### config.mk
export PLATFORM = sky130hd
export DESIGN_NAME = pad_ctrl
export DESIGN_NICKNAME = d
export VERILOG_FILES = /design/src/logic/pad_pkg.sv /design/src/logic/pad_clkdiv.sv /design/src/logic/pad_ctrl.sv
export VERILOG_INCLUDE_DIRS = /design/src /design/src/logic
export SDC_FILE = /design/constraint.sdc
export NUM_CORES = 1
export LEC_CHECK = 0
export ABC_AREA = 1
export BUFFER_PORTS_ARGS = -buffer_cell sky130_fd_sc_hd__buf_4
export CORE_AREA = 2 2 75 77
export DETAILED_ROUTE_END_ITERATION = 12
export DIE_AREA = 0 0 77 79
export MAX_ROUTING_LAYER = met4
export PLACE_DENSITY = 0.85
export RECOVER_POWER = 50
export SKIP_LAST_GASP = 1
export SLEW_MARGIN = 20
export SYNTH_ARGS = -nofsm -noshare
export SYNTH_HDL_FRONTEND = slang
export SYNTH_SLANG_ARGS = --single-unit
### constraint.sdc
create_clock -name pclk -period 1.86 [get_ports pclk]
set_input_delay 0.279 -clock pclk [delete_from_list [all_inputs] [get_ports pclk]]
set_output_delay 0.279 -clock pclk [all_outputs]
set_load 0.005 [all_outputs]
### src/logic/pad_map.svh
// register map, field positions, reset values and timing counts
`ifndef PAD_MAP_SVH
`define PAD_MAP_SVH

// ----------------------------------------
// register byte offsets
// ----------------------------------------
`define PAD_OFS_OBS_DIV    12'h000
`define PAD_OFS_BYP_DIV    12'h004
`define PAD_OFS_GO_CMD     12'h008
`define PAD_OFS_STATUS     12'h00C

// ----------------------------------------
// field positions
// ----------------------------------------
`define PAD_RATIO_MSB      4
`define PAD_RATIO_LSB      0
`define PAD_DIV_EN_BIT     15
`define PAD_GO_BIT         0
`define PAD_STAT_GO_BIT    0
`define PAD_STAT_STBL_BIT  2

// ----------------------------------------
// reset values
// ----------------------------------------
`define PAD_RST_DIV_EN     1'b1
`define PAD_RST_OBS_RATIO  5'h00
`define PAD_RST_BYP_RATIO0 5'h00
`define PAD_RST_BYP_RATIO1 5'h01

// ----------------------------------------
// timing
// ----------------------------------------
`define PAD_CLK_PERIOD_NS  10
`define PAD_OSC_STABLE_NS  2560
`define PAD_OSC_STABLE_CYC ((`PAD_OSC_STABLE_NS + `PAD_CLK_PERIOD_NS - 1) / `PAD_CLK_PERIOD_NS)

`endif

### src/logic/pad_pkg.sv
// types shared by the auxiliary divider block
package pad_pkg;

  // ----------------------------------------
  // go sequencer states
  // ----------------------------------------
  typedef enum logic [1:0] {
    PAD_GO_IDLE,
    PAD_GO_ISSUE,
    PAD_GO_WAIT
  } pad_go_state_t;

  // ----------------------------------------
  // controller instance
  // ----------------------------------------
  typedef enum logic {
    PAD_INST_FIRST,
    PAD_INST_SECOND
  } pad_inst_t;

endpackage : pad_pkg

### src/logic/pad_clkdiv.sv
// programmable divider producing a one-cycle clock enable pulse
`timescale 1ns/1ns
module pad_clkdiv #(
  parameter int RATIO_W = 5
) (
  // clock and reset
  input  wire logic               pclk,
  input  wire logic               presetn,
  // control
  input  wire logic               div_en,
  input  wire logic [RATIO_W-1:0] ratio,
  // divided enable
  output logic                    tick
);

  logic [RATIO_W-1:0] cnt_ff;
  logic [RATIO_W-1:0] nxt_cnt;
  logic               tick_ff;
  logic               nxt_tick;
  wire                at_end = (cnt_ff >= ratio);

  // ----------------------------------------
  // counter wraps after ratio plus one cycles
  // ----------------------------------------
  assign nxt_cnt  = (!div_en || at_end) ? '0 : cnt_ff + 1'b1;
  assign nxt_tick = div_en && at_end;

  always_ff @(posedge pclk or negedge presetn) begin
    if (!presetn) begin
      cnt_ff  <= '0;
      tick_ff <= 1'b0;
    end else begin
      cnt_ff  <= nxt_cnt;
      tick_ff <= nxt_tick;
    end
  end

  assign tick = tick_ff;

endmodule : pad_clkdiv

### src/logic/pad_ctrl.sv
// auxiliary dividers, go command and status registers on apb
//
// The implementer's own choices: the register offsets and the APB register port.
`timescale 1ns/1ns
`include "pad_map.svh"
module pad_ctrl #(
  parameter pad_pkg::pad_inst_t INSTANCE        = pad_pkg::PAD_INST_FIRST,
  parameter int                 RATIO_W         = 5,
  parameter int                 OSC_STABLE_CYC  = `PAD_OSC_STABLE_CYC
) (
  // clock and reset
  input  wire logic        pclk,
  input  wire logic        presetn,
  // apb slave
  input  wire logic        psel,
  input  wire logic        penable,
  input  wire logic        pwrite,
  input  wire logic [11:0] paddr,
  input  wire logic [31:0] pwdata,
  output logic             pready,
  output logic [31:0]      prdata,
  output logic             pslverr,
  // gate from the clock enable register
  input  wire logic        observation_output_enable,
  // observation clock enable (first clock output pin)
  output logic             observation_clock,
  // bypass system clock enable
  output logic             bypass_system_clock,
  // go link to the system clock dividers
  output logic             go_request,
  input  wire logic        go_done,
  // oscillator stable flag
  output logic             osc_stable
);

  // ----------------------------------------
  // instance selection
  // ----------------------------------------
  localparam logic HAS_OBS = (INSTANCE == pad_pkg::PAD_INST_FIRST);
  localparam logic [RATIO_W-1:0] BYP_RATIO_RST =
    HAS_OBS ? RATIO_W'(`PAD_RST_BYP_RATIO0) : RATIO_W'(`PAD_RST_BYP_RATIO1);
  localparam int CNT_W = $clog2(OSC_STABLE_CYC + 1);
  localparam logic [CNT_W-1:0] STABLE_LAST = CNT_W'(OSC_STABLE_CYC);

  // ----------------------------------------
  // divider word packing
  // ----------------------------------------
  function automatic logic [31:0] pad_div_word(input logic en,
                                               input logic [RATIO_W-1:0] ratio);
    logic [31:0] w;
    w = 32'h0000_0000;
    w[`PAD_DIV_EN_BIT] = en;
    w[RATIO_W-1:0] = ratio;
    return w;
  endfunction : pad_div_word

  // ----------------------------------------
  // apb decode
  // ----------------------------------------
  wire setup_ph  = psel && !penable;
  wire access_ph = psel && penable;
  wire wr_acc    = access_ph && pwrite;
  wire hit_obs   = (paddr == `PAD_OFS_OBS_DIV);
  wire hit_byp   = (paddr == `PAD_OFS_BYP_DIV);
  wire hit_go    = (paddr == `PAD_OFS_GO_CMD);
  wire hit_stat  = (paddr == `PAD_OFS_STATUS);
  wire mapped    = hit_obs || hit_byp || hit_go || hit_stat;
  wire wr_obs    = wr_acc && hit_obs && HAS_OBS;
  wire wr_byp    = wr_acc && hit_byp;
  wire go_wr_one = wr_acc && hit_go && pwdata[`PAD_GO_BIT];

  // ----------------------------------------
  // registers
  // ----------------------------------------
  logic                  obs_en_ff;
  logic [RATIO_W-1:0]    obs_ratio_ff;
  logic                  byp_en_ff;
  logic [RATIO_W-1:0]    byp_ratio_ff;
  logic [31:0]           prdata_ff;
  logic                  pslverr_ff;
  logic [CNT_W-1:0]      osc_cnt_ff;
  logic                  stable_ff;
  logic                  go_req_ff;
  pad_pkg::pad_go_state_t go_state_ff;

  logic                  nxt_obs_en;
  logic [RATIO_W-1:0]    nxt_obs_ratio;
  logic                  nxt_byp_en;
  logic [RATIO_W-1:0]    nxt_byp_ratio;
  logic [31:0]           nxt_prdata;
  logic                  nxt_pslverr;
  logic [CNT_W-1:0]      nxt_osc_cnt;
  logic                  nxt_stable;
  logic                  nxt_go_req;
  pad_pkg::pad_go_state_t nxt_go_state;

  // ----------------------------------------
  // divider register next values
  // ----------------------------------------
  // obs and byp enable and ratio fields
  assign nxt_obs_en    = wr_obs ? pwdata[`PAD_DIV_EN_BIT] : obs_en_ff;
  assign nxt_obs_ratio = wr_obs ? pwdata[RATIO_W-1:0] : obs_ratio_ff;
  assign nxt_byp_en    = wr_byp ? pwdata[`PAD_DIV_EN_BIT] : byp_en_ff;
  assign nxt_byp_ratio = wr_byp ? pwdata[RATIO_W-1:0] : byp_ratio_ff;

  always_ff @(posedge pclk or negedge presetn) begin
    if (!presetn) begin
      obs_en_ff    <= `PAD_RST_DIV_EN;
      obs_ratio_ff <= RATIO_W'(`PAD_RST_OBS_RATIO);
      byp_en_ff    <= `PAD_RST_DIV_EN;
      byp_ratio_ff <= BYP_RATIO_RST;
    end else begin
      obs_en_ff    <= nxt_obs_en;
      obs_ratio_ff <= nxt_obs_ratio;
      byp_en_ff    <= nxt_byp_en;
      byp_ratio_ff <= nxt_byp_ratio;
    end
  end

  // ----------------------------------------
  // go sequencer
  // ----------------------------------------
  always_comb begin
    nxt_go_state = go_state_ff;
    nxt_go_req   = 1'b0;
    case (go_state_ff)
      pad_pkg::PAD_GO_IDLE: begin
        if (go_wr_one) begin
          nxt_go_state = pad_pkg::PAD_GO_ISSUE;
          nxt_go_req   = 1'b1;
        end
      end
      pad_pkg::PAD_GO_ISSUE: begin
        nxt_go_state = go_done ? pad_pkg::PAD_GO_IDLE : pad_pkg::PAD_GO_WAIT;
      end
      pad_pkg::PAD_GO_WAIT: begin
        if (go_done) begin
          nxt_go_state = pad_pkg::PAD_GO_IDLE;
        end
      end
      default: begin
        nxt_go_state = pad_pkg::PAD_GO_IDLE;
      end
    endcase
  end

  always_ff @(posedge pclk or negedge presetn) begin
    if (!presetn) begin
      go_state_ff <= pad_pkg::PAD_GO_IDLE;
      go_req_ff   <= 1'b0;
    end else begin
      go_state_ff <= nxt_go_state;
      go_req_ff   <= nxt_go_req;
    end
  end

  wire go_busy = (go_state_ff != pad_pkg::PAD_GO_IDLE);

  // ----------------------------------------
  // oscillator stabilisation counter
  // ----------------------------------------
  // stable after count
  assign nxt_osc_cnt = stable_ff ? osc_cnt_ff : osc_cnt_ff + 1'b1;
  assign nxt_stable  = stable_ff || (osc_cnt_ff == STABLE_LAST);

  always_ff @(posedge pclk or negedge presetn) begin
    if (!presetn) begin
      osc_cnt_ff <= '0;
      stable_ff  <= 1'b0;
    end else begin
      osc_cnt_ff <= nxt_osc_cnt;
      stable_ff  <= nxt_stable;
    end
  end

  // ----------------------------------------
  // read data
  // ----------------------------------------
  // reserved bits zero
  wire [31:0] rd_obs  = HAS_OBS ? pad_div_word(obs_en_ff, obs_ratio_ff) : 32'h0000_0000;
  wire [31:0] rd_byp  = pad_div_word(byp_en_ff, byp_ratio_ff);
  wire [31:0] rd_go   = 32'h0000_0000;
  wire [31:0] rd_stat = {29'h0000_0000, stable_ff, 1'b0, go_busy};
  wire [31:0] rd_mux  = hit_obs ? rd_obs :
                        hit_byp ? rd_byp :
                        hit_go  ? rd_go  :
                        hit_stat ? rd_stat : 32'h0000_0000;

  assign nxt_prdata  = (setup_ph && !pwrite) ? rd_mux : prdata_ff;
  assign nxt_pslverr = setup_ph ? !mapped : pslverr_ff;

  always_ff @(posedge pclk or negedge presetn) begin
    if (!presetn) begin
      prdata_ff  <= 32'h0000_0000;
      pslverr_ff <= 1'b0;
    end else begin
      prdata_ff  <= nxt_prdata;
      pslverr_ff <= nxt_pslverr;
    end
  end

  assign pready  = 1'b1;
  assign prdata  = prdata_ff;
  assign pslverr = access_ph && pslverr_ff;

  // ----------------------------------------
  // dividers
  // ----------------------------------------
  logic obs_tick;
  logic byp_tick;

  wire obs_run = HAS_OBS && obs_en_ff && observation_output_enable;

  pad_clkdiv #(
    .RATIO_W (RATIO_W)
  ) u_obs_div (
    .pclk    (pclk),
    .presetn (presetn),
    .div_en  (obs_run),
    .ratio   (obs_ratio_ff),
    .tick    (obs_tick)
  );

  pad_clkdiv #(
    .RATIO_W (RATIO_W)
  ) u_byp_div (
    .pclk    (pclk),
    .presetn (presetn),
    .div_en  (byp_en_ff),
    .ratio   (byp_ratio_ff),
    .tick    (byp_tick)
  );

  // ----------------------------------------
  // outputs
  // ----------------------------------------
  assign observation_clock   = obs_tick;
  assign bypass_system_clock = byp_tick;
  assign go_request          = go_req_ff;
  assign osc_stable          = stable_ff;

endmodule : pad_ctrl

==> results of run 1 <==
cell families after synthesis:
group	share of synthesized area (%)
simple gates	25.3
flops	43.4
compound gates	4.82
xor+xnor	3.79
buf+inv	15.5
fa+ha+maj	6.89
other cells	0.295
Yosys cell counts (3+ instances only):
library cell / instances / area [sq um]
xor2_1: 6 / 52.6
buf_4: 28 / 210
xnor2_1: 5 / 43.8
inv_1: 41 / 154
a31oi_1: 3 / 18.8
nand2_1: 48 / 180
nand4_1: 11 / 68.8
nor2_1: 32 / 120
nand3_1: 19 / 95.1
nor3_1: 3 / 15.0
o21ai_0: 9 / 45.0
ha_1: 14 / 175
dfrtp_1: 42 / 1050
a21oi_1: 6 / 30.0
critical path: stages, from the launching register on:
cell and delay (ps):
dfrtp_1 380, inv_1 90, ha_1 330, nand2_1 70, nand2_1 40, a21boi_0 230
nand4_1 260, nor2_1 160
cells in the final DEF (no fill, tap or decap), types with 3 or more instances in the layout:
| cell | n |
|---|---|
| nor3_1 | 3 |
| nor2_1 | 32 |
| dfrtp_1 | 42 |
| buf_4 | 34 |
| xnor2_1 | 5 |
| nand4_1 | 11 |
| a31oi_1 | 3 |
| clkbuf_8 | 6 |
| inv_1 | 41 |
| nand2_1 | 48 |
| ha_1 | 14 |
| a21oi_1 | 6 |
| xor2_1 | 6 |
| conb_1 | 27 |
| nand3_1 | 19 |
| o21ai_0 | 9 |
timing repair:
action / in CTS / in global routing
hold buffers: 1 / 0
resized for setup: 0 / 0
endpoints found under the hold margin: 42 / 0
flip-flops by register name (all words and copies together) (netlist names):
signal / flops
osc_stable: 1
u_byp_div.cnt_ff: 5
go_request: 1
byp_en_ff: 1
u_byp_div.tick: 1
obs_en_ff: 1
pslverr_ff: 1
go_state_ff: 2
byp_ratio_ff: 5
obs_ratio_ff: 5
prdata: 6
u_obs_div.cnt_ff: 5
osc_cnt_ff: 9
u_obs_div.tick: 1
report_power, final:
part / switching, uW / internal (uW) / total, uW
logic: 194 / 167 / 361
clock network: 321 / 296 / 617
registers: 58.9 / 1030 / 1090
total: 574 / 1490 / 2060
path summary, 6_finish.rpt:
path | slack, ps | cells after the start | endpoint | from
worst max register to register | 220 | 7 | u_byp_div.cnt_ff[2] | byp_ratio_ff[2]
max in group asynchronous | 500 | 2 | u_obs_div.cnt_ff[0] | presetn
worst min register to register | 490 | 2 | prdata[3] | prdata[3]
min in group asynchronous | 710 | 2 | go_state_ff[0] | presetn
worst max-delay path | 220 | 7 | u_byp_div.cnt_ff[2] | byp_ratio_ff[2]
worst min-delay path | 120 | 2 | go_state_ff[1] | go_done
layer usage:
| layer | track usage (%) | vias up |
|---|---|---|
| li1 | - | 960 |
| met1 | 17.9 | 912 |
| met2 | 29.0 | 54 |
| met3 | 5.00 | 7 |
| met4 | 5.18 | 0 |
| met5 | - | - |
per-stage QoR:
| stage | hold WS (ps) | power (uW) | util (%) | instance area (sq um) |
|---|---|---|---|---|
| floorplan | -16.6 | 1370 | - | 2640 |
| global placement | 299 | 1440 | 51.7 | 2760 |
| detailed placement | 302 | 1460 | 51.7 | 2760 |
| CTS | 120 | 2080 | 53.6 | 2860 |
| global route | 117 | 2180 | 53.5 | 2860 |
| finish | 123 | 2060 | 53.5 | 2860 |
final cells by class:
| class | instances | area (sq um) |
|---|---|---|
| clock inverter | 2 | 10.0 |
| inverter | 43 | 161 |
| sequential | 44 | 1100 |
| fill | 511 | 2480 |
| clock buffer | 6 | 82.6 |
| tap | 72 | 90.1 |
| timing repair buffer | 36 | 270 |
| multi-input combinational | 205 | 1140 |
==> flow_metrics.env, run 1 <==
export IMPL_power_leakage_uw=0.00163
export IMPL_grt_pass1_wl_microns=7690
export IMPL_port_buffers=35
export IMPL_die_width_microns=77
export IMPL_worst_slack_ps=218
export IMPL_fin_crit_sh_pct=88.3
export IMPL_setup_violations=0
export IMPL_slew_viol_final=0
export IMPL_startpoint_type="flop"
export IMPL_core_sq_mm=0.00534
export IMPL_ys_flop_type="dfrtp_1"
export IMPL_numCtsBuffers=5
export IMPL_gp_congestion=0.832
export IMPL_setup_worst_path_class="flop to flop"
export IMPL_hpwl_microns=3440
export IMPL_hp_class="primary input to flop"
export IMPL_layout_nets=400
export IMPL_postCtsSetupRepairBufs=0
export IMPL_period_needed_ps=1640
export IMPL_fmax_ghz=0.609
export IMPL_grt_pass1_vias=1828
export IMPL_met3_length_microns=282
export IMPL_final_instance_count_excl_fill=408
export IMPL_synth_avg_cell_area_sq_um=8.56
export IMPL_ys_seq_area_share_pct=43.4
export IMPL_boundaryPins=89
export IMPL_power_density_mw_per_mm2=722
export IMPL_grt_antenna_before_repair=0
export IMPL_dp_cells=399
export IMPL_peakVddDrop_mv=0.723
export IMPL_rows=27
export IMPL_routed_wl_microns=4430
export IMPL_slew_limit_headroom_pct=28.4
export IMPL_async_flop_share_pct=100
export IMPL_wl_met1_microns=1820
export IMPL_hold_viol=0
export IMPL_clkSinkCount=44
export IMPL_initial_core_util_pct=47.7
export IMPL_synthToLayoutAreaGrowth_pct=12.3
export IMPL_drt_pass1_iterations=4
export IMPL_cp_end_kind="flop"
export IMPL_die_height_microns=79
export IMPL_netlist_area_sq_mm=0.00254
export IMPL_antenna_left=0
export IMPL_cp_arrival_ps=1870
export IMPL_cp_max_fo=5
export IMPL_netlist_cell_type_count=33
export IMPL_synth_edf_count=0
export IMPL_highest_layer="met4"
export IMPL_dr_first_iter_drc_count=101
export IMPL_critPathRequiredTime_ps=2090
export IMPL_status="finished clean"
export IMPL_clockBufferDepth=2
export IMPL_yosys_warnings=0
export IMPL_htreeDepth=2
export IMPL_synthCells=297
export IMPL_avgRoutedWirePerCell_microns=10.9
export IMPL_finalSetupTns_ps=0
export IMPL_worst_pin_slew_ps=1070
export IMPL_cap_violations=0
export IMPL_grt_max_degree=45
export IMPL_finalClockSkew_ps=5.23
export IMPL_vias=1933
export IMPL_route_met2_wl_microns=2270
export IMPL_fp_dieArea_sq_mm=0.00608
export IMPL_layout_drive_gt1_share_pct=18.2
export IMPL_ys_seq_elements=44
export IMPL_viasPerCell=4.74
export IMPL_drc=0
export IMPL_path_clk_slew_ps=80
export IMPL_root_buffer="clkbuf_8"
export IMPL_grt_ovfl_total=0
export IMPL_dp_slack_ps=228
export IMPL_rsz0062_at_grt="no"
export IMPL_worstSkewPairLatency_ps=300
export IMPL_grt_use_total_pct=16.4
export IMPL_antenna_cells=0
export IMPL_cts_tree="built"
Note: power is estimated with default switching activity, not from simulation.
==> run 2: changes to the inputs <==
- CORE_AREA: 2 2 75 77 -> 2 2 62 93
- DIE_AREA: 0 0 77 79 -> 0 0 64 95
- PLACE_DENSITY: 0.85 -> 0.84
==> flow_metrics.env, run 2 (synthesis results as in run 1) <==
export IMPL_clkSinkCount=44
export IMPL_ff2ff_path_depth=6
export IMPL_finalPower_uw=2170
export IMPL_worstSkewPairLatency_ps=300
export IMPL_holdPathEnd="go_state_ff[1]"
export IMPL_htreeDepth=2
export IMPL_cp_arrival_ps=1890
export IMPL_die_width_microns=64
export IMPL_grt_use_total_pct=17.5
export IMPL_antenna_cells=0
export IMPL_vias=1919
export IMPL_dr_first_iter_drc_count=80
export IMPL_power_density_mw_per_mm2=754
export IMPL_cts_tree="built"
export IMPL_antenna_left=0
export IMPL_cp_end_kind="flop"
export IMPL_finalSetupTns_ps=0
export IMPL_gp_congestion=0.833
export IMPL_hpwl_microns=3550
export IMPL_r2r_end="u_obs_div.cnt_ff[1]"
export IMPL_multi_input_area_sq_mm=0.00114
export IMPL_drc=0
export IMPL_cap_violations=0
export IMPL_largest_register_ffs=9
export IMPL_viasPerCell=4.73
export IMPL_grt_pass1_wl_microns=8000
export IMPL_die_height_microns=95
export IMPL_startpoint_type="flop"
export IMPL_rows=33
export IMPL_whs_path_depth=2
export IMPL_avgRoutedWirePerCell_microns=11.3
export IMPL_numCtsBuffers=5
export IMPL_grt_pass1_vias=1883
export IMPL_r2r_start="obs_ratio_ff[4]"
export IMPL_root_buffer="clkbuf_8"
export IMPL_hold_viol=0
export IMPL_core_sq_mm=0.00533
export IMPL_dp_cells=397
export IMPL_period_needed_ps=1670
export IMPL_setup_violations=0
export IMPL_grt_antenna_before_repair=0
export IMPL_final_instance_count_excl_fill=406
export IMPL_peakVddDrop_mv=0.433
export IMPL_grt_ovfl_total=0
export IMPL_final_seq_area_sq_mm=0.00110
export IMPL_regToRegSetupSlack_ps=190
export IMPL_hold_ws_ps=124
export IMPL_cp_max_fo=5
export IMPL_initial_core_util_pct=47.8
export IMPL_rsz0062_at_grt="no"
export IMPL_power_leakage_uw=0.00163
export IMPL_path_clk_slew_ps=80
export IMPL_min_from="go_done"
export IMPL_mostFrequentLayoutCells="48 x nand2_1, 42 x dfrtp_1, 41 x inv_1, 34 x buf_4, 32 x nor2_1"
export IMPL_top_register="osc_cnt_ff"
export IMPL_fmax_ghz=0.598
export IMPL_layout_nets=400
export IMPL_port_buffers=35
export IMPL_slew_limit_headroom_pct=30.2
export IMPL_drt_pass1_iterations=4
export IMPL_boundaryPins=89
export IMPL_postCtsSetupRepairBufs=0
export IMPL_synthToLayoutAreaGrowth_pct=12.8
export IMPL_grt_max_degree=45
export IMPL_slew_viol_final=0
export IMPL_fin_crit_sh_pct=90.0
export IMPL_setup_worst_path_class="flop to flop"
export IMPL_hp_class="primary input to flop"
export IMPL_routed_wl_microns=4590
export IMPL_worst_pin_slew_ps=1050
export IMPL_clockBufferDepth=2
export IMPL_final_common_cell="nand2_1"
export IMPL_placed_area_sq_mm=0.00276
export IMPL_fillers=506
export IMPL_finalClockSkew_ps=7.86
export IMPL_status="finished clean"
export IMPL_layout_drive_gt1_share_pct=17.9
export IMPL_critPathRequiredTime_ps=2080
export IMPL_fp_dieArea_sq_mm=0.00608
export IMPL_stdcell_area_sq_mm=0.00287
[run 2: changes by cell type in the layout (fill, tap and decap cells not counted), sizes merged]
cell | previous run | this run
clkinv | 2 | 1
bufinv | 0 | 1
[run 2: through the flow]
step,util [%],worst slack [ps]
floorplan,-,471
global placement,51.7,324
detailed placement,51.7,216
CTS,53.9,181
global route,53.9,41.4
finish,53.9,186
[run 2: report_power, final]
| part | total (uW) | switching (uW) | internal (uW) |
|---|---|---|---|
| Sequential | 1090 | 59.5 | 1030 |
| Combinational | 365 | 196 | 169 |
| Clock | 714 | 315 | 399 |
[run 2: layout make-up]
cell class | instances | share of cell area (%)
Sequential cell | 44 | 38.4
Timing Repair Buffer | 36 | 9.42
Inverter | 43 | 5.62
Tap cell | 70 | 3.05
Clock inverter | 2 | 1.22
Clock buffer | 6 | 2.53
Multi-Input combinational cell | 205 | 39.7
[run 2: how the worst max path moves through the flow]
stage | from | endpoint
6_report | obs_ratio_ff[4] | u_obs_div.cnt_ff[1]
4_1_cts | obs_ratio_ff[4] | u_obs_div.cnt_ff[1]
5_1_grt | obs_ratio_ff[4] | u_obs_div.cnt_ff[3]
3_3_place_gp | byp_ratio_ff[4] | u_byp_div.cnt_ff[3]
2_1_floorplan | byp_ratio_ff[4] | u_byp_div.cnt_ff[0]
3_5_place_dp | byp_ratio_ff[4] | u_byp_div.cnt_ff[0]
[run 2: worst max-delay path: stages, from the launching register on]
cell	delay, ps
dfrtp_1	360
inv_1	90
ha_1	270
a21oi_1	170
a21boi_0	290
nand4_1	260
nor2_1	150
[run 2: what timing repair did]
item                      4_1_cts  5_1_grt
hold endpoints to repair       42        0
gates resized for setup         0        0
hold buffers                    1        0
[run 2: layer usage]
layer	part of all wire [%]	track usage (%)	up-vias
li1	-	-	962
met5	0	-	-
met1	40	18.3	884
met3	3.8	2.98	12
met2	53	30.6	61
met4	3.0	10.1	0
